===== config.mk =====
export PLATFORM = sky130hd
export DESIGN_NAME = ftp_port
export DESIGN_NICKNAME = d
export VERILOG_FILES = /design/src/ftp_pkg.sv /design/src/ftp_phase_if.sv /design/src/ftp_phase_timer.sv /design/src/ftp_port.sv
export SDC_FILE = /design/constraint.sdc
export NUM_CORES = 1
export LEC_CHECK = 0
export BUFFER_PORTS_ARGS = -buffer_cell sky130_fd_sc_hd__buf_2
export CELL_PAD_IN_SITES_DETAIL_PLACEMENT = 0
export CELL_PAD_IN_SITES_GLOBAL_PLACEMENT = 1
export CORE_AREA = 5 5 177 179
export CTS_BUF_LIST = sky130_fd_sc_hd__clkbuf_8
export DETAILED_ROUTE_END_ITERATION = 8
export DIE_AREA = 0 0 182 184
export GPL_ROUTABILITY_DRIVEN = 0
export PLACE_DENSITY = 0.55
export REMOVE_ABC_BUFFERS = 1
export SYNTH_ARGS = -nofsm -noshare
export SYNTH_HDL_FRONTEND = slang
export SYNTH_SLANG_ARGS = --single-unit

===== constraint.sdc =====
create_clock -name I_CORE_CLK -period 2.3 [get_ports I_CORE_CLK]
set_input_delay 0.46 -clock I_CORE_CLK [delete_from_list [all_inputs] [get_ports I_CORE_CLK]]
set_output_delay 0.46 -clock I_CORE_CLK [all_outputs]
set_load 0.01 [all_outputs]

===== src/ftp_pkg.sv =====
// package for the flash tristate port: timing units, sizes and cycle conversion
// assumes a single core clock whose rate is given below
package ftp_pkg;
    localparam int CLK_HZ = 25000000;
    localparam int CLK_PERIOD_PS = 40000;
    localparam logic [1:0] UNIT_NS = 2'h0;
    localparam logic [1:0] UNIT_US = 2'h1;
    localparam logic [1:0] UNIT_MS = 2'h2;
    localparam logic [1:0] UNIT_CYC = 2'h3;
    localparam int PS_PER_NS = 1000;
    localparam int PS_PER_US = 1000000;
    localparam int PS_PER_MS = 1000000000;
    localparam int ADDR_W_DEF = 22;
    localparam int DATA_W_DEF = 8;
    localparam int SETUP_DEF = 40;
    localparam int WAIT_DEF = 160;
    localparam int HOLD_DEF = 40;
    localparam int CNT_W = 24;

    typedef enum logic [2:0] {
        FTP_IDLE = 3'b000,
        FTP_SETUP = 3'b001,
        FTP_STROBE = 3'b010,
        FTP_HOLD = 3'b011,
        FTP_DONE = 3'b100
    } ftp_state_type;

    // time in units to whole cycles, rounded up, at least one
    function automatic int ftp_cycles(input logic [1:0] unit, input int value);
        longint ps;
        longint c;
        ps = 0;
        c = 0;
        if (unit == UNIT_CYC) begin
            c = value;
        end else begin
            if (unit == UNIT_NS) ps = longint'(value) * PS_PER_NS;
            else if (unit == UNIT_US) ps = longint'(value) * PS_PER_US;
            else ps = longint'(value) * PS_PER_MS;
            c = (ps + CLK_PERIOD_PS - 1) / CLK_PERIOD_PS;
        end
        if (c < 1) c = 1;
        return int'(c);
    endfunction : ftp_cycles
endpackage : ftp_pkg


===== src/ftp_phase_if.sv =====
// timer handshake between the sequencer and its phase counter
`timescale 1ns/1ps
interface ftp_phase_if;
    import ftp_pkg::*;
    logic load;
    logic [CNT_W-1:0] count;
    logic expired;
    modport seq (output load, output count, input expired);
    modport tmr (input load, input count, output expired);
endinterface : ftp_phase_if


===== src/ftp_phase_timer.sv =====
// down counter timing one phase of a flash access
// assumes load is a one-cycle pulse carrying a count of at least one
`timescale 1ns/1ps
module ftp_phase_timer
    import ftp_pkg::*;
(
    input wire logic i_clk,
    input wire logic i_rst,
    ftp_phase_if.tmr tif
);
    typedef struct packed {
        logic [CNT_W-1:0] left;
        logic run;
    } ftp_tmr_type;

    ftp_tmr_type st_reg;
    ftp_tmr_type st_next;

    always_comb begin
        st_next = st_reg;
        if (tif.load) begin
            st_next.left = tif.count;
            st_next.run = 1'b1;
        end else if (st_reg.run) begin
            st_next.left = st_reg.left - CNT_W'(1);
            if (st_reg.left == CNT_W'(1)) st_next.run = 1'b0;
        end
    end

    assign tif.expired = st_reg.run && (st_reg.left == CNT_W'(1));

    always_ff @(posedge i_clk) begin
        if (i_rst) st_reg <= '0;
        else st_reg <= st_next;
    end
endmodule : ftp_phase_timer


===== src/ftp_port.sv =====
// flash tristate port: system-side memory slave driving a shared tristate flash bus
// assumes the shared address/data pins are muxed by the bridge; chip select and
// strobes are this port's own; inputs are synchronous to I_CORE_CLK
// Functional notes
// RQ1: tristate slave doing reads and writes, fixed timing
// RQ2: masters read flash as plain memory
// RQ3: parameter sets flash address width
// RQ4: parameter sets flash data width
// RQ5: claimed window spans exactly flash capacity
// RQ6: width adapter joins wider masters to flash
// RQ7: setup time from select to strobe
// RQ8: strobe held for wait time
// RQ9: select held for hold time after strobe
// RQ10: shared units parameter for all durations
// RQ11: own select and strobes, shared pins
// RQ12: time units round up to whole cycles
`timescale 1ns/1ps
module ftp_port
    import ftp_pkg::*;
#(
    parameter int ADDR_W = ADDR_W_DEF,
    parameter int DATA_W = DATA_W_DEF,
    parameter int HOST_W = 32,
    parameter logic [1:0] UNITS = UNIT_NS,
    parameter int SETUP_T = SETUP_DEF,
    parameter int WAIT_T = WAIT_DEF,
    parameter int HOLD_T = HOLD_DEF
) (
    input wire logic I_CORE_CLK,
    input wire logic I_SYS_RST,
    input wire logic [ADDR_W+$clog2(DATA_W/8)-1:0] I_ADDR,
    input wire logic I_READ,
    input wire logic I_WRITE,
    input wire logic [HOST_W-1:0] I_WDATA,
    input wire logic [HOST_W/8-1:0] I_BE,
    output logic [HOST_W-1:0] O_RDATA,
    output logic O_WAITREQ,
    output logic O_RVALID,
    output logic [ADDR_W-1:0] O_FL_ADDR,
    output logic [DATA_W-1:0] O_FL_DQ,
    output logic O_FL_DQ_OE,
    input wire logic [DATA_W-1:0] I_FL_DQ,
    output logic O_FL_CS_N,
    output logic O_FL_RD_N,
    output logic O_FL_WR_N
);
    localparam int BEATS = HOST_W / DATA_W;
    localparam int BW = (BEATS > 1) ? $clog2(BEATS) : 1;
    localparam int LANE_B = DATA_W / 8;
    localparam int LSB_W = $clog2(LANE_B);
    localparam int HLSB_W = $clog2(HOST_W / 8);
    // flash capacity in bytes is 2**(ADDR_W+LSB_W); the host address spans it
    localparam int WIN_W = ADDR_W + LSB_W; // RQ5
    localparam logic [CNT_W-1:0] SETUP_C = CNT_W'(ftp_cycles(UNITS, SETUP_T)); // RQ10 RQ12
    localparam logic [CNT_W-1:0] WAIT_C = CNT_W'(ftp_cycles(UNITS, WAIT_T)); // RQ10 RQ12
    localparam logic [CNT_W-1:0] HOLD_C = CNT_W'(ftp_cycles(UNITS, HOLD_T)); // RQ10 RQ12

    typedef struct packed {
        ftp_state_type state;
        logic is_wr;
        logic [BW-1:0] beat;
        logic [BW-1:0] last;
        logic [ADDR_W-1:0] base;
        logic [HOST_W-1:0] wdata;
        logic [HOST_W/8-1:0] be;
        logic [HOST_W-1:0] rdata;
        logic rvalid;
        logic cs;
        logic rd;
        logic wr;
        logic oe;
        logic [ADDR_W-1:0] fl_addr;
        logic [DATA_W-1:0] fl_dq;
    } ftp_port_type;

    ftp_port_type st_reg;
    ftp_port_type st_next;
    ftp_phase_if tif ();

    ftp_phase_timer u_timer (
        .i_clk(I_CORE_CLK),
        .i_rst(I_SYS_RST),
        .tif(tif)
    );

    // byte enables of one flash beat
    function automatic logic beat_active(input logic [HOST_W/8-1:0] be, input int b);
        logic any;
        any = 1'b0;
        for (int k = 0; k < LANE_B; k++) begin
            any = any | be[b * LANE_B + k];
        end
        return any;
    endfunction : beat_active

    // flash word address of a host address
    function automatic logic [ADDR_W-1:0] word_addr(input logic [WIN_W-1:0] a);
        return a[WIN_W-1:LSB_W];
    endfunction : word_addr

    always_comb begin
        st_next = st_reg;
        st_next.rvalid = 1'b0;
        tif.load = 1'b0;
        tif.count = SETUP_C;
        unique case (st_reg.state)
            FTP_IDLE: begin
                if (I_READ || I_WRITE) begin
                    st_next.is_wr = I_WRITE && !I_READ; // RQ1
                    st_next.wdata = I_WDATA;
                    st_next.be = I_READ ? '1 : I_BE;
                    // host word split into flash beats, lowest first
                    st_next.base = word_addr(WIN_W'({I_ADDR[WIN_W-1:HLSB_W], {HLSB_W{1'b0}}})); // RQ6
                    st_next.beat = '0;
                    st_next.last = BW'(BEATS - 1); // RQ6
                    st_next.fl_addr = st_next.base;
                    st_next.cs = 1'b1; // RQ11
                    st_next.oe = st_next.is_wr;
                    st_next.fl_dq = I_WDATA[DATA_W-1:0];
                    st_next.state = FTP_SETUP;
                    tif.load = 1'b1;
                    tif.count = SETUP_C; // RQ7
                end
            end
            FTP_SETUP: begin
                if (tif.expired) begin
                    // masked beat of a narrow write: no strobe, select only
                    st_next.rd = !st_reg.is_wr; // RQ2 RQ7
                    st_next.wr = st_reg.is_wr && beat_active(st_reg.be, int'(st_reg.beat)); // RQ7
                    st_next.state = FTP_STROBE;
                    tif.load = 1'b1;
                    tif.count = WAIT_C; // RQ8
                end
            end
            FTP_STROBE: begin
                if (tif.expired) begin
                    st_next.rd = 1'b0; // RQ8
                    st_next.wr = 1'b0; // RQ8
                    if (!st_reg.is_wr) begin
                        for (int b = 0; b < BEATS; b++) begin
                            if (st_reg.beat == BW'(b)) begin
                                st_next.rdata[b*DATA_W +: DATA_W] = I_FL_DQ; // RQ6
                            end
                        end
                    end
                    st_next.state = FTP_HOLD;
                    tif.load = 1'b1;
                    tif.count = HOLD_C; // RQ9
                end
            end
            FTP_HOLD: begin
                if (tif.expired) begin
                    if (st_reg.beat == st_reg.last) begin
                        st_next.cs = 1'b0; // RQ9
                        st_next.oe = 1'b0;
                        st_next.state = FTP_DONE;
                    end else begin
                        st_next.beat = st_reg.beat + BW'(1);
                        st_next.fl_addr = st_reg.base + ADDR_W'(st_next.beat);
                        for (int b = 0; b < BEATS; b++) begin
                            if (st_next.beat == BW'(b)) begin
                                st_next.fl_dq = st_reg.wdata[b*DATA_W +: DATA_W];
                            end
                        end
                        st_next.state = FTP_SETUP;
                        tif.load = 1'b1;
                        tif.count = SETUP_C; // RQ7
                    end
                end
            end
            FTP_DONE: begin
                st_next.rvalid = !st_reg.is_wr; // RQ2
                st_next.state = FTP_IDLE;
            end
            default: begin
                st_next.state = FTP_IDLE;
                st_next.cs = 1'b0;
                st_next.rd = 1'b0;
                st_next.wr = 1'b0;
                st_next.oe = 1'b0;
            end
        endcase
    end

    always_ff @(posedge I_CORE_CLK) begin
        if (I_SYS_RST) st_reg <= '0;
        else st_reg <= st_next;
    end

    // request held until the access completes
    assign O_WAITREQ = (st_reg.state != FTP_DONE) && (I_READ || I_WRITE);
    assign O_RVALID = st_reg.rvalid;
    assign O_RDATA = st_reg.rdata;
    assign O_FL_ADDR = st_reg.fl_addr; // RQ3 RQ11
    assign O_FL_DQ = st_reg.fl_dq; // RQ4
    assign O_FL_DQ_OE = st_reg.oe;
    assign O_FL_CS_N = !st_reg.cs; // RQ11
    assign O_FL_RD_N = !st_reg.rd;
    assign O_FL_WR_N = !st_reg.wr;
endmodule : ftp_port


Word-level counts from Yosys, hierarchy flattened --
Cells that the tools add are included.
Word-level totals: word-level logic and storage cells 115, flip-flop bits (word level) 155, bits of input ports 70
Cells by class: reduce and logical (&&, ||, !) cells 29, eq/ne operators 20, mux-type cells 38, bitwise logic cells 4, magnitude comparators 1, add/sub/neg operators 3
Operator list (count):
- 66-bit two-way mux | 1
- 31-bit two-way mux | 2
- 30-bit case mux with 2 select lines | 1
- 25-bit two-way mux | 2
- 8-bit two-way mux | 4
- 30-bit two-way mux | 1
- 4-bit AND reduction | 7
- 24-bit by 1-bit == test with 1-bit output (second input constant) | 1
- 24-bit by 1-bit subtractor with 24-bit output (second input constant) | 1
- 22-bit by 2-bit adder with 22-bit output | 1
- 3-bit two-way mux | 6
- 2-bit inequality test (second input constant) | 6
- 3-bit case mux with 4 select lines | 1
- 1-bit two-way mux | 9
- 1-bit case mux with 3 select lines | 3
- 2-bit == test (second input constant) | 4
- 2-bit two-way mux | 4
- 3-bit by 2-bit == test with 1-bit output (second input constant) | 2
- 2-bit case mux with 3 select lines | 1
- 3-bit OR reduction | 2
- 1-bit zero test | 5
- 5-bit inequality test (second input constant) | 1
- 5-bit AND reduction | 1
- 2-bit by 1-bit == test with 1-bit output (second input constant) | 2
- 18 further kinds | 27

Logic depth before layout (Yosys ltp) --
depth after elaboration 9, mapped depth 9, depth with buffers taken out 7

Hierarchy --
A second synthesis with hierarchy kept.
Second synthesis, totals: cell total of the unflattened synthesis 859, area total of the unflattened synthesis 7148.1 um2
Modules (own cells, without submodules):
- ftp_port | instances 1, area an instance 5745.5 um2, sequential area each 2562.5 um2, cells an instance 688
- ftp_phase_timer | instances 1, area an instance 1402.6 um2, sequential area each 500.5 um2, cells an instance 171

Least setup slack after synthesis --
Ideal clock, no wire load.
path kind register to register, start register u_timer.st_reg[13] (netlist name), end register st_reg (netlist bit O_FL_ADDR[15]), path slack 0.254 ns, buffers on the path 2, data arrival time 1.909 ns, clock period less this slack 2.046 ns, data required time 2.163 ns, stages on the path, launching flop included 8, setup time 0.137 ns, cell sequence dfxtp_1 nor4_4 nand4_4 or3_1 buf_6 buf_2 a21oi_1 a211oi_1
Between the ends: word-level cells in the longest chain between the ends 4
RTL lines:
- start: declaration | line ftp_phase_timer.sv:16 | ftp_tmr_type st_reg;
- start signal: assignment | line ftp_phase_timer.sv:34 | else st_reg <= st_next;
- 24-bit by 1-bit == test with 1-bit output | line ftp_phase_timer.sv:30 | assign tif.expired = st_reg.run && (st_reg.left == CNT_W'(1));
- 1-bit logical AND | line ftp_phase_timer.sv:30
- 2-bit inequality test (no source line)
- 4-bit AND reduction (no source line)
- end signal: assignment | line ftp_port.sv:187 | else st_reg <= st_next;
- end: declaration | line ftp_port.sv:76 | ftp_port_type st_reg;
No other way between the ends. A chain may end at the register's enable or synchronous reset.

Final worst setup path --
start register st_reg[131] (netlist name), end output port O_WAITREQ
Between the ends: word-level cells in the longest chain between the ends 2
RTL lines:
- 3-bit inequality test | line ftp_port.sv:191 | assign O_WAITREQ = (st_reg.state != FTP_DONE) && (I_READ || I_WRITE);
- 1-bit logical AND | line ftp_port.sv:191
- end: declaration | line ftp_port.sv:37 | output logic O_WAITREQ,
No other way between the ends.

==> flow_summary_export.csv <==
group,metric,value,unit
timing,rsz0062_at_grt,"false",
drt,drtIter0Drc,320,
setup_path,required,1.84,ns
timing,tns,0,ns
run,maxCapViolations,0,
setup_path,cp.arrival,1.65,ns
floorplanning,coreArea,29400,um^2
clocking,cts_tree,"yes",
drt,viasPerCell,4.46,
pwr,power_density,963,nW/um^2
timing,slew_headroom,53.4,%
logic_synthesis,synth.avg_cell_area,8.09,um^2
final_layout,final_cell_mix,"199 x nand2_1, 153 x dfxtp_1, 134 x buf_2",
global_route,grt.overflow.total,0,
drt,vias,6139,
timing,fin_worst_skew,0.0152,ns
logic_synthesis,synthArstFlopShare,0,%
final_layout,antennaDiodeCount,0,
final_layout,stdcell_count,1378,
logic_synthesis,ys_seq_area_share,42.1,%
clocking,cts.clk_slew.worst_paths,0.09,ns
drt,first_pass_iters,5,
worst_hold_path,hp-class,"in2reg",
global_route,grt_pass1_wl,34100,um
global_route,grt_pass1_vias,6096,
logic_synthesis,syn-cell-area,7270,um^2
clocking,post_cts_buffers,0,
clocking,cts_resized,0,
logic_synthesis,synth-edff-count,0,
final_layout,largest_reg_flops,66,
timing,setup_viol,0,
setup_path,crit_path_end_kind,"output pin",
clocking,numCtsBuffers,17,
timing,layout_setup_ws,0.187,ns
clocking,htreeDepth,4,
clocking,cts_root_buf,"clkbuf_8",
global_route,grt_max_degree,77,
final_layout,fill_cells,3210,
timing,period_share,91.9,%
logic_synthesis,yosysWarningCount,0,
drt,wl_per_cell,15.5,um
floorplanning,die-area,33500,um^2
timing,max_freq,473,MHz
drt,drc,0,
clocking,clk_latency,0.45,ns
logic_synthesis,ys_ff_latch,153,
logic_synthesis,ys_types,59,
final_layout,area_delta_synth_final,17.7,%
placement,dp.final_hpwl,14500,um
logic_synthesis,syn_inst,898,
placement,portBuffers,135,
logic_synthesis,synth_ff_type,"dfxtp_1",
floorplanning,die_h,184,um
setup_path,critPathLaunchType,"flip-flop",
global_route,antenna_found_initial,0,
placement,place_inst,1347,
placement,pre_cts_ws,0.173,ns
clocking,clock_path_buffers,2,
final_layout,drive_above_1_share,24.9,%
setup_path,r2r_slack,0.20,ns
floorplanning,initial_core_util,24.7,%
timing,fin_hold_ws,0.242,ns
drt,routed_wl,21300,um
pwr,leakage,3.45,nW
floorplanning,ios,138,
pwr,peakVddDrop,0.341,mV
timing,slew_violations,0,
final_layout,nets,1055,
floorplanning,std_cell_rows,63,
clocking,cts_hold_buffers,0,
final_layout,final_common_cell,"nand2_1",
setup_path,crit_fanout,15,
timing,tightest_slew,0.697,ns
drt,ant_nets,0,
timing,hold_violations,0,
clocking,cts.sinks,153,
floorplanning,die-width,182,um
status,status,"complete, no violations",
final_layout,final_core_util,29.1,%
timing,period_minus_slack,2.11,ns
setup_path,worst-setup-path-type,"reg2out",
global_route,grt_usage,12.7,%
routing by layer:
| metal | wire (um) | vias to the layer above | GRT usage, % |
|---|---|---|---|
| li1 | - | 3138 | - |
| met1 | 10600 | 2885 | 17.7 |
| met2 | 9730 | 111 | 20.4 |
| met3 | 805 | 5 | 2.59 |
| met4 | 128 | 0 | 2.55 |
| met5 | 0 | - | 0 |
worst paths after layout:
path                                   from                         to  depth (start not counted)
max                st_reg[131]$_SDFFE_PP0P_                  O_WAITREQ                          3
min                                 I_BE[1]    st_reg[68]$_SDFFE_PP0P_                          3
max reg2reg  u_timer.st_reg[9]$_SDFFE_PP0P_   st_reg[128]$_SDFFE_PP0P_                          7
min reg2reg       O_FL_ADDR[5]$_SDFFE_PP0P_  O_FL_ADDR[5]$_SDFFE_PP0P_                          2
per-stage QoR:
stage	instance area, um^2	power (mW)
3_5_place_dp	8160	6.25
3_3_place_gp	8160	6.24
2_1_floorplan	6520	5.03
4_1_cts	8550	8.41
6_report	8550	8.24
5_1_grt	8550	8.85
cell families (layout without fill, tap and decap cells):
group | Yosys count | in the layout | share of synthesized area, %
xor+xnor | 22 | 22 | 2.65
buf+inv | 153 | 243 | 11.9
compound gates | 218 | 218 | 17.2
fa+ha+maj | 9 | 9 | 1.55
flops | 153 | 153 | 42.1
simple gates | 318 | 318 | 20.7
mux | 25 | 25 | 3.75
power by group:
part | internal, mW | leakage (nW) | switching (mW)
logic | 1.12 | 2.01 | 1.69
clock network | 1.00 | 0.193 | 1.11
registers | 3.05 | 1.25 | 0.269
area by class of cell:
class                           instances  area (um^2)  area share (%)
Timing Repair Buffer                  180         1100            12.9
Tap cell                              390          488            5.71
Sequential cell                       153         3060            35.8
Clock inverter                         13          148            1.73
Inverter                               32          120            1.40
Clock buffer                           18          248            2.90
Multi-Input combinational cell        592         3380            39.6
critical path: stages (launching register included):
cell	delay [ns]
dfxtp_1	0.61
nor2_1	0.13
a21oi_1	0.28
buf_2	0.19
cells in the mapped netlist (all sizes together), types with 3 or more instances:
| master | n | area [um^2] |
|---|---|---|
| dfxtp | 153 | 3060 |
| clkbuf | 43 | 161 |
| xor2 | 6 | 52.6 |
| nand2 | 200 | 753 |
| xnor2 | 16 | 140 |
| o211ai | 9 | 67.6 |
| a21oi | 119 | 596 |
| inv | 32 | 120 |
| buf | 78 | 587 |
| mux2 | 8 | 90.1 |
| or3 | 5 | 31.3 |
| mux2i | 16 | 160 |
| nand3 | 24 | 120 |
| ha | 9 | 113 |
| a211oi | 22 | 175 |
| o32ai | 3 | 26.3 |
| nor4 | 15 | 196 |
| nor4b | 3 | 26.3 |
| nor2 | 40 | 150 |
| nor3 | 14 | 81.3 |
| o22ai | 5 | 31.3 |
| or2 | 3 | 18.8 |
| o21ai | 44 | 224 |
No activity file was read; power rests on OpenSTA's default activity.
